## config.mk

```make
export PLATFORM = sky130hd
export DESIGN_NAME = aeap_energy_core
export DESIGN_NICKNAME = d
export VERILOG_FILES = /design/src/logic/aeap_pkg.sv /design/src/logic/aeap_pulse_gen.sv /design/src/logic/aeap_wave_tap.sv /design/src/logic/aeap_energy_core.sv
export SDC_FILE = /design/constraint.sdc
export NUM_CORES = 2
export LEC_CHECK = 0
export BUFFER_PORTS_ARGS = -buffer_cell sky130_fd_sc_hd__buf_4
export CAP_MARGIN = 20
export CELL_PAD_IN_SITES_DETAIL_PLACEMENT = 1
export CELL_PAD_IN_SITES_GLOBAL_PLACEMENT = 2
export CORE_MARGIN = 2
export CORE_UTILIZATION = 35
export DETAILED_ROUTE_END_ITERATION = 6
export PLACE_DENSITY_LB_ADDON = 0.15
export RECOVER_POWER = 100
export SYNTH_ARGS = -nofsm -noshare
export SYNTH_HDL_FRONTEND = slang
export SYNTH_HIERARCHICAL = 1
export SYNTH_SLANG_ARGS = --single-unit
```

## constraint.sdc

```tcl
create_clock -name clk_sys -period 107.1 [get_ports clk_sys]
set_clock_uncertainty 0.1 [all_clocks]
set_input_delay 10.71 -clock clk_sys [delete_from_list [all_inputs] [get_ports clk_sys]]
set_output_delay 10.71 -clock clk_sys [all_outputs]
set_load 0.01 [all_outputs]
```

## src/logic/aeap_pkg.sv

```systemverilog
// constants shared by the active energy accumulator and pulse output blocks
// Contract
// - add each active power sample into a 49-bit signed accumulator every four clocks.
// - visible energy register shows only the top 24 accumulator bits.
// - accumulation is signed; negative samples reduce the energy.
// - positive-only mode adds positive samples only; negatives add nothing.
// - mode bit 15 selects positive-only, affects active energy only, off at reset.
// - samples divided by an 8-bit unsigned divisor; zero divides by one.
// - read-clear read returns visible energy, then zeroes accumulator top 24 bits.
// - active power goes to waveform output when source field is zero and enable set.
// - waveform rates 27.9, 14, 7 or 3.5 thousand samples per second.
// - waveform samples count as settled only about 2 ms after source selection.
// - visible energy wraps past full scale and keeps counting in the same direction.
// - flag events for half full in either sign and for overflow or underflow.
// - signed 16-bit offset added to power; 256 counts equal one sample LSB.
// - converter makes one internal pulse per visible energy LSB advanced.
// - output pulse per (den+1)/(num+1) internal pulses, 12-bit unsigned scaling values.
// - a scaling value of zero is used as one.
// - scaling ratio above one is clamped to exactly one.
// - with ratio one the output pulse lasts 16 periods of clock divided by four.
// - pulse width fixed at 90 ms when period is at least 360 ms, else 50 percent duty.
package aeap_pkg;
    localparam int unsigned CLK_HZ = 10_000_000;
    localparam int unsigned ACC_W = 49;
    localparam int unsigned VIS_W = 24;
    localparam int unsigned VIS_LSB = ACC_W - VIS_W;
    localparam int unsigned PWR_W = 24;
    localparam int unsigned OFS_W = 16;
    localparam int unsigned TRIM_FRAC = 8;
    localparam int unsigned TRIM_W = PWR_W + TRIM_FRAC + 1;
    localparam int unsigned DIV_W = 8;
    localparam int unsigned SCALE_W = 12;
    localparam int unsigned ADV_W = 10;
    localparam int unsigned CNT_W = 24;
    localparam int unsigned MODE_W = 16;
    localparam int unsigned MODE_POS_ONLY_BIT = 15;
    localparam int unsigned MODE_WSRC_HI = 14;
    localparam int unsigned MODE_WSRC_LO = 13;
    localparam int unsigned MODE_WRATE_HI = 12;
    localparam int unsigned MODE_WRATE_LO = 11;
    localparam logic [1:0] WSRC_ACTIVE_POWER = 2'h0;
    localparam logic [MODE_W-1:0] MODE_RESET = 16'h0000;
    localparam logic [1:0] STEP_LAST = 2'h3;
    localparam int unsigned STEP_DIV = 4;
    localparam int unsigned CF_RATIO1_TICKS = 16;
    localparam int unsigned CF_RATIO1_CYC = CF_RATIO1_TICKS * STEP_DIV;
    localparam int unsigned CF_FIXED_WIDTH_MS = 90;
    localparam int unsigned CF_HALF_LIMIT_MS = 180;
    localparam int unsigned WAVE_SETTLE_MS = 2;
    localparam int unsigned WAVE_BASE_SPS = 27900;
    localparam int unsigned WAVE_BASE_CYC = CLK_HZ / WAVE_BASE_SPS;
    localparam int unsigned CF_FIXED_WIDTH_CYC = CF_FIXED_WIDTH_MS * (CLK_HZ / 1000);
    localparam int unsigned CF_SLOW_PERIOD_CYC = 2 * CF_HALF_LIMIT_MS * (CLK_HZ / 1000);
    localparam int unsigned WAVE_SETTLE_CYC = WAVE_SETTLE_MS * (CLK_HZ / 1000);
endpackage

```

## src/logic/aeap_pulse_gen.sv

```systemverilog
// energy-to-pulse converter: ratio scaling and calibration pulse shaping
`timescale 1ns/1ps
`default_nettype none
module aeap_pulse_gen
    import aeap_pkg::*;
#(
    parameter int unsigned FIXED_WIDTH_CYC = CF_FIXED_WIDTH_CYC,
    parameter int unsigned SLOW_PERIOD_CYC = CF_SLOW_PERIOD_CYC
) (
    // clock and reset
    input wire logic clk_sys,
    input wire logic srst,
    // energy advance from the accumulator
    input wire logic step_i,
    input wire logic [ADV_W-1:0] advance,
    // scaling registers
    input wire logic [SCALE_W-1:0] pulse_rate_numerator,
    input wire logic [SCALE_W-1:0] pulse_rate_denominator,
    // pulse pin
    output logic calibration_pulse_out
);
    typedef enum logic [2:0] {
        ST_IDLE = 3'h1,
        ST_HIGH = 3'h2,
        ST_LOW = 3'h4
    } aeap_cf_state_t;

    function automatic logic [SCALE_W:0] scale_eff(input logic [SCALE_W-1:0] v);
        logic [SCALE_W:0] r;
        r = (v == '0) ? (SCALE_W+1)'(1) : {1'b0, v};
        return r + (SCALE_W+1)'(1);
    endfunction

    aeap_cf_state_t state_r, state_nxt;
    logic [31:0] frac_r, frac_nxt;
    logic [CNT_W-1:0] period_r, tcnt_r, width_r, width_nxt;
    logic [SCALE_W:0] num_e, den_e;
    logic [ADV_W+SCALE_W:0] prod;
    logic fire, ratio_one;

    always_comb begin
        num_e = scale_eff(pulse_rate_numerator);
        den_e = scale_eff(pulse_rate_denominator);
        if (num_e > den_e) begin
            num_e = den_e;
        end
        ratio_one = (num_e == den_e);
        prod = {{(SCALE_W+1){1'b0}}, advance} * {{ADV_W{1'b0}}, num_e};
        // internal pulses weighted by num, output every den
        fire = (state_r == ST_IDLE) && (frac_r >= 32'(den_e));
        frac_nxt = frac_r;
        if (step_i) begin
            frac_nxt = frac_nxt + 32'(prod);
        end
        if (fire) begin
            frac_nxt = frac_nxt - 32'(den_e);
        end
    end

    // width picked from the previous period, so the first pulse is long
    always_comb begin
        if (ratio_one) begin
            width_nxt = CNT_W'(CF_RATIO1_CYC);
        end else if (period_r >= CNT_W'(SLOW_PERIOD_CYC)) begin
            width_nxt = CNT_W'(FIXED_WIDTH_CYC);
        end else if (period_r < CNT_W'(2)) begin
            width_nxt = CNT_W'(1);
        end else begin
            width_nxt = period_r >> 1;
        end
    end

    always_comb begin
        state_nxt = state_r;
        case (state_r)
            ST_IDLE: begin
                if (fire) begin
                    state_nxt = ST_HIGH;
                end
            end
            ST_HIGH: begin
                if (tcnt_r == '0) begin
                    state_nxt = ST_LOW;
                end
            end
            ST_LOW: begin
                if (tcnt_r == '0) begin
                    state_nxt = ST_IDLE;
                end
            end
            default: state_nxt = ST_IDLE;
        endcase
    end

    always_ff @(posedge clk_sys) begin
        if (srst) begin
            state_r <= ST_IDLE;
            frac_r <= '0;
        end else begin
            state_r <= state_nxt;
            frac_r <= frac_nxt;
        end
    end

    // low phase as long as the high phase keeps duty at most half
    always_ff @(posedge clk_sys) begin
        if (srst) begin
            tcnt_r <= '0;
            width_r <= '0;
        end else if (fire) begin
            width_r <= width_nxt;
            tcnt_r <= width_nxt - CNT_W'(1);
        end else if (state_r == ST_HIGH && tcnt_r == '0) begin
            tcnt_r <= width_r - CNT_W'(1);
        end else if (tcnt_r != '0) begin
            tcnt_r <= tcnt_r - CNT_W'(1);
        end
    end

    always_ff @(posedge clk_sys) begin
        if (srst) begin
            period_r <= CNT_W'(SLOW_PERIOD_CYC);
        end else if (fire) begin
            period_r <= CNT_W'(1);
        end else if (period_r < CNT_W'(SLOW_PERIOD_CYC)) begin
            period_r <= period_r + CNT_W'(1);
        end
    end

    always_ff @(posedge clk_sys) begin
        if (srst) begin
            calibration_pulse_out <= 1'b0;
        end else begin
            calibration_pulse_out <= (state_nxt == ST_HIGH);
        end
    end
endmodule
`default_nettype wire

```

## src/logic/aeap_wave_tap.sv

```systemverilog
// waveform tap of trimmed active power with rate select and settling
`timescale 1ns/1ps
`default_nettype none
module aeap_wave_tap
    import aeap_pkg::*;
#(
    parameter int unsigned SETTLE_CYC = WAVE_SETTLE_CYC
) (
    // clock and reset
    input wire logic clk_sys,
    input wire logic srst,
    // selection and source
    input wire logic select_active,
    input wire logic [1:0] rate_sel,
    input wire logic [PWR_W-1:0] power_word,
    // waveform output
    output logic [PWR_W-1:0] waveform_sample,
    output logic waveform_sample_valid,
    output logic waveform_settled
);
    logic [CNT_W-1:0] rate_cnt_r, settle_cnt_r, period;

    assign period = CNT_W'(WAVE_BASE_CYC) << rate_sel;

    // settling restarts whenever the source is deselected
    always_ff @(posedge clk_sys) begin
        if (srst || !select_active) begin
            settle_cnt_r <= '0;
            waveform_settled <= 1'b0;
        end else if (settle_cnt_r >= CNT_W'(SETTLE_CYC - 1)) begin
            waveform_settled <= 1'b1;
        end else begin
            settle_cnt_r <= settle_cnt_r + CNT_W'(1);
        end
    end

    always_ff @(posedge clk_sys) begin
        if (srst || !select_active || rate_cnt_r >= period - CNT_W'(1)) begin
            rate_cnt_r <= '0;
        end else begin
            rate_cnt_r <= rate_cnt_r + CNT_W'(1);
        end
    end

    always_ff @(posedge clk_sys) begin
        if (srst) begin
            waveform_sample <= '0;
            waveform_sample_valid <= 1'b0;
        end else begin
            waveform_sample_valid <= 1'b0;
            // a deselect in the settled cycle must not leak one last sample
            if (select_active && waveform_settled && rate_cnt_r == period - CNT_W'(1)) begin
                waveform_sample <= power_word;
                waveform_sample_valid <= 1'b1;
            end
        end
    end
endmodule
`default_nettype wire

```

## src/logic/aeap_energy_core.sv

```systemverilog
// active energy accumulator with read-clear, wrap events, waveform and pulse output
`timescale 1ns/1ps
`default_nettype none
module aeap_energy_core
    import aeap_pkg::*;
#(
    parameter int unsigned FIXED_WIDTH_CYC = CF_FIXED_WIDTH_CYC,
    parameter int unsigned SLOW_PERIOD_CYC = CF_SLOW_PERIOD_CYC,
    parameter int unsigned SETTLE_CYC = WAVE_SETTLE_CYC
) (
    // clock and reset
    input wire logic clk_sys,
    input wire logic srst,
    // active power from the low-pass filter
    input wire logic [PWR_W-1:0] power_sample,
    // software settings
    input wire logic [MODE_W-1:0] operating_mode_control,
    input wire logic waveform_sample_irq_enable,
    input wire logic [DIV_W-1:0] energy_divisor,
    input wire logic [OFS_W-1:0] power_offset_trim,
    input wire logic [SCALE_W-1:0] pulse_rate_numerator,
    input wire logic [SCALE_W-1:0] pulse_rate_denominator,
    // energy readout
    input wire logic read_clear_strobe,
    output logic [VIS_W-1:0] active_energy_total,
    output logic [VIS_W-1:0] active_energy_read_clear,
    // energy events
    output logic energy_half_evt,
    output logic energy_overflow_evt,
    output logic energy_underflow_evt,
    // waveform output
    output logic [PWR_W-1:0] waveform_sample,
    output logic waveform_sample_valid,
    output logic waveform_settled,
    // calibration pulse
    output logic calibration_pulse_out
);
    function automatic logic [TRIM_W-1:0] mag(input logic [TRIM_W-1:0] v);
        return v[TRIM_W-1] ? (~v + TRIM_W'(1)) : v;
    endfunction

    logic [1:0] step_cnt_r;
    logic step;
    logic [ACC_W-1:0] acc_r, acc_base, acc_nxt, addend;
    logic [TRIM_W-1:0] trimmed, quot_mag, scaled;
    logic [DIV_W-1:0] div_eff;
    logic pos_only, neg, adding;
    logic [VIS_W-1:0] vis_old, vis_new, vis_diff;
    logic [VIS_W-1:0] adv_abs;
    logic step_d_r;
    logic [ADV_W-1:0] advance_r;
    logic half_r;

    // one accumulation every four clocks
    always_ff @(posedge clk_sys) begin
        if (srst) begin
            step_cnt_r <= '0;
        end else begin
            step_cnt_r <= step_cnt_r + 2'h1;
        end
    end
    assign step = (step_cnt_r == STEP_LAST);

    // offset is in 1/256 of a sample LSB
    assign trimmed = {power_sample[PWR_W-1], power_sample, {TRIM_FRAC{1'b0}}}
        + {{(TRIM_W-OFS_W){power_offset_trim[OFS_W-1]}}, power_offset_trim};

    assign pos_only = operating_mode_control[MODE_POS_ONLY_BIT];
    assign div_eff = (energy_divisor == '0) ? DIV_W'(1) : energy_divisor;
    assign neg = trimmed[TRIM_W-1];
    // divide the magnitude so rounding is symmetric about zero
    assign quot_mag = mag(trimmed) / {{(TRIM_W-DIV_W){1'b0}}, div_eff};
    assign scaled = neg ? (~quot_mag + TRIM_W'(1)) : quot_mag;

    always_comb begin
        adding = step && !(pos_only && neg);
        addend = '0;
        if (adding) begin
            addend = {{(ACC_W-TRIM_W){scaled[TRIM_W-1]}}, scaled};
        end
        // a clear in a step cycle still keeps that step's sample
        acc_base = acc_r;
        if (read_clear_strobe) begin
            acc_base = {{VIS_W{1'b0}}, acc_r[VIS_LSB-1:0]};
        end
        acc_nxt = acc_base + addend;
        vis_old = acc_base[ACC_W-1:VIS_LSB];
        vis_new = acc_nxt[ACC_W-1:VIS_LSB];
        vis_diff = vis_new - vis_old;
        adv_abs = vis_diff[VIS_W-1] ? (~vis_diff + VIS_W'(1)) : vis_diff;
    end

    always_ff @(posedge clk_sys) begin
        if (srst) begin
            acc_r <= '0;
        end else begin
            acc_r <= acc_nxt;
        end
    end
    assign active_energy_total = acc_r[ACC_W-1:VIS_LSB];

    always_ff @(posedge clk_sys) begin
        if (srst) begin
            active_energy_read_clear <= '0;
        end else if (read_clear_strobe) begin
            active_energy_read_clear <= acc_r[ACC_W-1:VIS_LSB];
        end
    end

    // wrap seen only when the add itself crosses full scale
    always_ff @(posedge clk_sys) begin
        if (srst) begin
            energy_overflow_evt <= 1'b0;
            energy_underflow_evt <= 1'b0;
        end else begin
            energy_overflow_evt <= adding && !addend[ACC_W-1]
                && !vis_old[VIS_W-1] && vis_new[VIS_W-1];
            energy_underflow_evt <= adding && addend[ACC_W-1]
                && vis_old[VIS_W-1] && !vis_new[VIS_W-1];
        end
    end

    always_ff @(posedge clk_sys) begin
        if (srst) begin
            half_r <= 1'b0;
            energy_half_evt <= 1'b0;
        end else begin
            half_r <= vis_new[VIS_W-1] ^ vis_new[VIS_W-2];
            energy_half_evt <= (vis_new[VIS_W-1] ^ vis_new[VIS_W-2]) && !half_r;
        end
    end

    always_ff @(posedge clk_sys) begin
        if (srst) begin
            step_d_r <= 1'b0;
            advance_r <= '0;
        end else begin
            step_d_r <= step;
            advance_r <= ADV_W'(adv_abs);
        end
    end

    aeap_pulse_gen #(
        .FIXED_WIDTH_CYC(FIXED_WIDTH_CYC),
        .SLOW_PERIOD_CYC(SLOW_PERIOD_CYC)
    ) u_pulse (
        .clk_sys(clk_sys),
        .srst(srst),
        .step_i(step_d_r),
        .advance(advance_r),
        .pulse_rate_numerator(pulse_rate_numerator),
        .pulse_rate_denominator(pulse_rate_denominator),
        .calibration_pulse_out(calibration_pulse_out)
    );

    aeap_wave_tap #(
        .SETTLE_CYC(SETTLE_CYC)
    ) u_wave (
        .clk_sys(clk_sys),
        .srst(srst),
        .select_active(waveform_sample_irq_enable
            && operating_mode_control[MODE_WSRC_HI:MODE_WSRC_LO] == WSRC_ACTIVE_POWER),
        .rate_sel(operating_mode_control[MODE_WRATE_HI:MODE_WRATE_LO]),
        .power_word(trimmed[TRIM_W-2:TRIM_FRAC]),
        .waveform_sample(waveform_sample),
        .waveform_sample_valid(waveform_sample_valid),
        .waveform_settled(waveform_settled)
    );
endmodule
`default_nettype wire

```

# After elaboration in Yosys (flattened, before gate mapping)
# Index checks and enable logic that the tools add are counted.
[word_totals] reg_bits=272 latch_bits=0 mem_bits_rw=0 romBits=0 in_bits=92 out_inout_bits=78 mem_count=0
[op_classes] addsub=18 mul=1 div_mod_pow=1 magnitude_cmp=7 n_eq_ne=7 n_shift=1 mux=24 bitwise=4 n_reduce_logical=31
[ops] cell="$mux W24" count=5
[ops] cell="$mux W49" count=2
[ops] cell="$sub A24 B1 Y24 const B" count=4
[ops] cell="$add A24 B1 Y24 const B" count=3
[ops] cell="$add A33 B1 Y33 const B" count=2
[ops] cell="$mux W33" count=2
[ops] cell="$not A33 Y33" count=2
[ops] cell="$mux W32" count=2
[ops] cell="$add A49 B49 Y49" count=1
[ops] cell="$mux W22" count=2
[ops] cell="$add A32 B16 Y33" count=1
[ops] cell="$div A33 B8 Y33" count=1
[ops] cell="$add A32 B23 Y32" count=1
[ops] cell="$ge A32 B13 Y1" count=1
[ops] cell="$sub A32 B13 Y32" count=1
[ops] cell="$add A13 B1 Y13 const B" count=2
[ops] cell="$eq A24 B24 Y1" count=1
[ops] cell="$ge A24 B15 Y1 const B" count=1
[ops] cell="$ge A24 B22 Y1 const B" count=1
[ops] cell="$ge A24 B24 Y1" count=1
[ops] cell="$logic_not A12 Y1" count=2
[ops] cell="$logic_not A24 Y1" count=1
[ops] cell="$lt A24 B2 Y1 const B" count=1
[ops] cell="$lt A24 B22 Y1 const B" count=1
[ops] cell="30 further kinds" count=53

# Longest topological paths before layout
[depth] word_depth=14 depth_mapped=578

# Modules after synthesis
# The synthesis kept the hierarchy.
[modules_own_cells] module="aeap_energy_core" n_inst=1 cells_each=4170 area_each_um2=29604.6
[modules_own_cells] module="aeap_pulse_gen" n_inst=1 cells_each=1657 area_each_um2=13226.4
[modules_own_cells] module="aeap_wave_tap" n_inst=1 cells_each=411 area_each_um2=3594.7

# Least setup slack after synthesis
# OpenSTA, ideal clock, no wires.
[synth_timing] kind="input port to flip-flop" start="input port power_sample[0]" end="register advance_r[9]" setup_ns=0.128 t_arrival_ns=108.974 required_time_ns=106.872 setup_slack_ns=-2.102 cell_stages=554 path_buffers=43 path_cell_list="ha_1 inv_1 fa_1 nand2b_1 a21boi_1 o21ai_1 xor2_1 inv_1 or4_4 nor4_4 nand3_1 nor4_1 ha_1 o21a_1 o21a_1 ha_1 o21a_1 o211a_1 (+518 left out) o21a_1 o21a_1 o21a_1 o21a_1 o21ai_0 nand2b_1 a21oi_1 xnor2_1 ha_1 o21ai_0 nand2b_1 a21oi_1 xor2_1 xnor2_1 clkbuf_1 a31oi_1 xnor2_1 nor2b_1"
[synth_between] elab_cells_between_ends=17 cone_classes="add/sub (6); div (1); mux (4); bitwise (3); reduce/logical (3)"
[synth_rtl] element="from (decl)" line="aeap_energy_core.sv:15" source="input wire logic [PWR_W-1:0] power_sample,"
[synth_rtl] element="$add A32 B16 Y33 (*)" line="aeap_energy_core.sv:66" source="+ {{(TRIM_W-OFS_W){power_offset_trim[OFS_W-1]}}, power_offset_trim};"
[synth_rtl] element="named net trimmed[16]" line="aeap_energy_core.sv:45" source="logic [TRIM_W-1:0] trimmed, quot_mag, scaled;"
[synth_rtl] element="$not A33 Y33" line="aeap_energy_core.sv:39" source="return v[TRIM_W-1] ? (~v + TRIM_W'(1)) : v;"
[synth_rtl] element="$add A33 B1 Y33" line="aeap_energy_core.sv:39"
[synth_rtl] element="$mux W33 (*)" line="aeap_energy_core.sv:39"
[synth_rtl] element="$div A33 B8 Y33 (*)" line="aeap_energy_core.sv:72" source="assign quot_mag = mag(trimmed) / {{(TRIM_W-DIV_W){1'b0}}, div_eff};"
[synth_rtl] element="$not A33 Y33" line="aeap_energy_core.sv:73" source="assign scaled = neg ? (~quot_mag + TRIM_W'(1)) : quot_mag;"
[synth_rtl] element="$add A33 B1 Y33" line="aeap_energy_core.sv:73"
[synth_rtl] element="$mux W33 (*)" line="aeap_energy_core.sv:73"
[synth_rtl] element="$mux W49 (*)" line="aeap_energy_core.sv:78" source="if (adding) begin"
[synth_rtl] element="$add A49 B49 Y49 (*)" line="aeap_energy_core.sv:86" source="acc_nxt = acc_base + addend;"
[synth_rtl] element="named net acc_nxt[46]" line="aeap_energy_core.sv:44" source="logic [ACC_W-1:0] acc_r, acc_base, acc_nxt, addend;"
[synth_rtl] element="$sub A24 B24 Y24 (*)" line="aeap_energy_core.sv:89" source="vis_diff = vis_new - vis_old;"
[synth_rtl] element="$mux W10 (*)" line="aeap_energy_core.sv:90" source="adv_abs = vis_diff[VIS_W-1] ? (~vis_diff + VIS_W'(1)) : vis_diff;"
[synth_rtl] element="to (signal assigned)" line="aeap_energy_core.sv:139" source="advance_r <= ADV_W'(adv_abs);"
[synth_rtl] element="to (decl)" line="aeap_energy_core.sv:51" source="logic [ADV_W-1:0] advance_r;"
# Mark *: on every way through the listed nets, which the timed path passes. The rest lies on a longest branch.
# A chain may end at the register's enable or synchronous reset.

# Final worst setup path
[layout_timing] start="input port power_sample[1]" end="register advance_r[3]"
[layout_between] elab_chain_cells=14 elab_cells_between_ends=17 cone_classes="add/sub (6); div (1); mux (4); bitwise (3); reduce/logical (3)"
[layout_lines] element="$add A32 B16 Y33 (*)" line="aeap_energy_core.sv:66"
[layout_lines] element="$not A33 Y33" line="aeap_energy_core.sv:39"
[layout_lines] element="$add A33 B1 Y33" line="aeap_energy_core.sv:39"
[layout_lines] element="$mux W33" line="aeap_energy_core.sv:39"
[layout_lines] element="$div A33 B8 Y33" line="aeap_energy_core.sv:72"
[layout_lines] element="$not A33 Y33" line="aeap_energy_core.sv:73"
[layout_lines] element="$add A33 B1 Y33" line="aeap_energy_core.sv:73"
[layout_lines] element="$mux W33" line="aeap_energy_core.sv:73"
[layout_lines] element="$mux W49 (*)" line="aeap_energy_core.sv:78"
[layout_lines] element="$add A49 B49 Y49 (*)" line="aeap_energy_core.sv:86"
[layout_lines] element="named net acc_nxt[27]" line="aeap_energy_core.sv:44"
[layout_lines] element="$sub A24 B24 Y24 (*)" line="aeap_energy_core.sv:89"
[layout_lines] element="$not A10 Y10" line="aeap_energy_core.sv:90"
[layout_lines] element="$add A10 B1 Y10" line="aeap_energy_core.sv:90"
[layout_lines] element="$mux W10 (*)" line="aeap_energy_core.sv:90"
# Marked as above.

==> impl_results.md <==
- Outcome: finished, violations left
- Failing checks: max-capacitance violations, max-slew violations
- Hpwl dp: 142000 um
- CP required: about 110000 ps
- WS Path Type: in -> reg
- Synth area leaders: ha_1, dfxtp_1, xnor2_1
- DRC Markers: 0
- Async SR Flop Fraction: 0%
- Synth top area share: between 10% and 20%
- Crit-path slowest cell: or4_4
- Worst EP arrival: a little over 100000 ps
- IO Count: 170
- Critical path peak fanout: 12
- Layout area overhead: 19.5%
- Minimum clock period: 102030 ps
- Cells after Synth: around 6200
- Die footprint: between 0.1 and 0.15 mm^2
- EDFF count, synth: 0
- Final cell count without fillers: roughly 8600
- Fmax: 0.00980 GHz
- Final #Nets: approximately 7500
- Clock transition at the registers of the reported paths: around 50 ps
- H-tree Lvls: 2
- Largest net degree at the start of global routing: between 100 and 150
- Total global-route track usage: about a quarter
- Final wirelength: ~180000 um
- Worst Max-Slew Pin Slew: ~2400 ps
- CTS buffer count: 38
- Setup violators final: 0
- Via count: between 40000 and 50000
- GRT met3 Usage: under 10%
- CP delay by family, top: compound AO/OA/AOI/OAI gates
- Deepest clock path buffer count: 3
- Avg WL per Cell: roughly 21 um
- Share of cells above drive strength 1: a little under a fifth
- Met1 Usage GRT: between 30 and 40%
- Worst-Skew Late Latency: 600 ps
- Critical Path Most Common Cell: o21a_1
- Post-synth top area cell: ha_1
- CP max stage delay: about 600 ps
- Initial antenna violation count: 5
- CP Buf/Inv Count: 42
- Buffers on Ports: 158
- Distinct cells, synth: ~170
- Core Area: 0.132 mm^2
- Detail Route Antenna Nets: 0
- Max Slew Vio Count: ~160
- Max Cap Viol: 5
- CTS tree: built
- Max_slew headroom: -63.1%
- Root buf cell: clkbuf_16
- Vias in the first global route: approximately 50000
- Synthesized flop and latch total: about 270
- Hold Vio Cnt, Final: 0
- Die height: between 300 and 400 um
- Synth top cells by count: nor2_1, nand2_1, ha_1
- Hold_buf cts: 0
- Met2 GRT Util: approximately 44%
- Synth Warn #: 6
- Num Clock Sinks: around 270
- Fin crit share: 95.3%
- GPL Wtd Cong: 0.922
- Setup crit end kind: flip-flop
- Grt ovf: 0
- Vias/cell: around 5.7
- Placement Rows: ~130
- Die X: roughly 370 um
- Placed Cells: about 8400
- First-pass GRT wire length: 279000 um
- Count leader, synth: nor2_1
- Primary flip-flop cell chosen by synthesis mapping: dfxtp_1
- Grt peak-use layer: met2
- Post-synth design cell area: about 0.046 mm^2
- Register area share after synthesis: around an eighth
- Avg Cell Area, Syn: about 7.4 um^2
- Drt pass-1 iters: 5
- Initial DRC Count: around 2500
- Worst min path class: reg -> reg
- Crit start category: input port
- Initial Util: between 30% and 40%
stage by stage:
| step | hold WS (ps) | TNS [ps] | util (%) | setup slack [ps] | area (um^2) |
|---|---|---|---|---|---|
| 3_3_place_gp | 282 | -6860 | 39.7 | -829 | 52200 |
| 6_report | 307 | 0 | 42.2 | 5070 | 55500 |
| 5_1_grt | 334 | -9040 | 42.1 | -994 | 55500 |
| 3_5_place_dp | 290 | -35180 | 39.7 | -2540 | 52300 |
| 4_1_cts | 315 | 0 | 40.9 | 28.7 | 53800 |
| 2_1_floorplan | 276 | 0 | - | 6.98 | 46600 |
final cells by class:
cell class	count	area, um^2
flip-flops and latches	271	5430
diodes	1	2.50
clock inverters	10	146
clock buffers	53	1110
fillers	16200	76100
repair buffers	707	5130
inverters	361	1360
well taps	1755	2200
multi-input cells	5406	40100
worst paths after layout:
check                  startpoint               to  slack [ps]  cells after the start
hold reg to reg            half_r  energy_half_evt         310                      1
hold / removal             half_r  energy_half_evt         310                      1
setup reg to reg    step_cnt_r[0]     advance_r[3]       96750                     68
setup / recovery  power_sample[1]     advance_r[3]        5070                    524
registers in the layout (all words and copies together) (netlist names), 3 cells and up:
| signal | flops |
|---|---|
| acc_r | 49 |
| u_pulse/frac_r | 32 |
| active_energy_read_clear | 24 |
| u_pulse/period_r | 24 |
| u_pulse/tcnt_r | 24 |
| u_wave/rate_cnt_r | 24 |
| u_wave/settle_cnt_r | 24 |
| u_wave/waveform_sample | 24 |
| u_pulse/width_r | 23 |
| advance_r | 10 |
| u_pulse/state_r | 3 |
per-layer routing:
layer / wire length, um / part of all wire, %
met1: 83600 / 47
met2: 84300 / 48
met3: 5270 / 3.0
met4: 3070 / 1.7
met5: 31 / 0.018
layout by cell type (no fill, tap or decap), types with 25 or more instances in the layout:
cell,n
a211oi_1,38
a21o_1,86
a21oi_1,338
a21oi_2,88
a31oi_1,81
and2_1,118
and3_1,73
and4_1,38
buf_4,601
clkbuf_1,90
clkbuf_16,40
dfxtp_1,270
fa_1,112
ha_1,453
inv_1,355
mux2_2,58
mux2i_1,83
nand2_1,536
nand2b_1,83
nand3_1,146
nand4_1,86
nor2_1,553
nor2_2,39
nor2b_1,89
nor3_1,311
nor3b_1,26
nor4_1,68
o211ai_1,48
o21a_1,210
o21ai_0,197
o21ai_1,57
o21bai_1,48
o22ai_1,25
o31ai_1,77
or2_2,39
or3_1,57
xnor2_1,266
xor2_1,143
cell families after synthesis:
logic type | synth area share, %
AND/OR/NAND/NOR | 28.6
AO/OA/AOI/OAI | 25.7
adder cells (fa/ha/maj) | 17.3
buffers and inverters | 5.16
XOR/XNOR | 7.92
flip-flops | 11.7
multiplexers | 3.56
other | 0.00808
repair_timing:
action                     in CTS  in global routing
buffers inserted                5                109
setup endpoints to repair      21                 50
cloned                          0                  1
resized for setup              68                292
pin swaps                       7                173
Power is not shown: default switching activity piles up to over one toggle a cycle in this logic, so the estimate is an artifact.
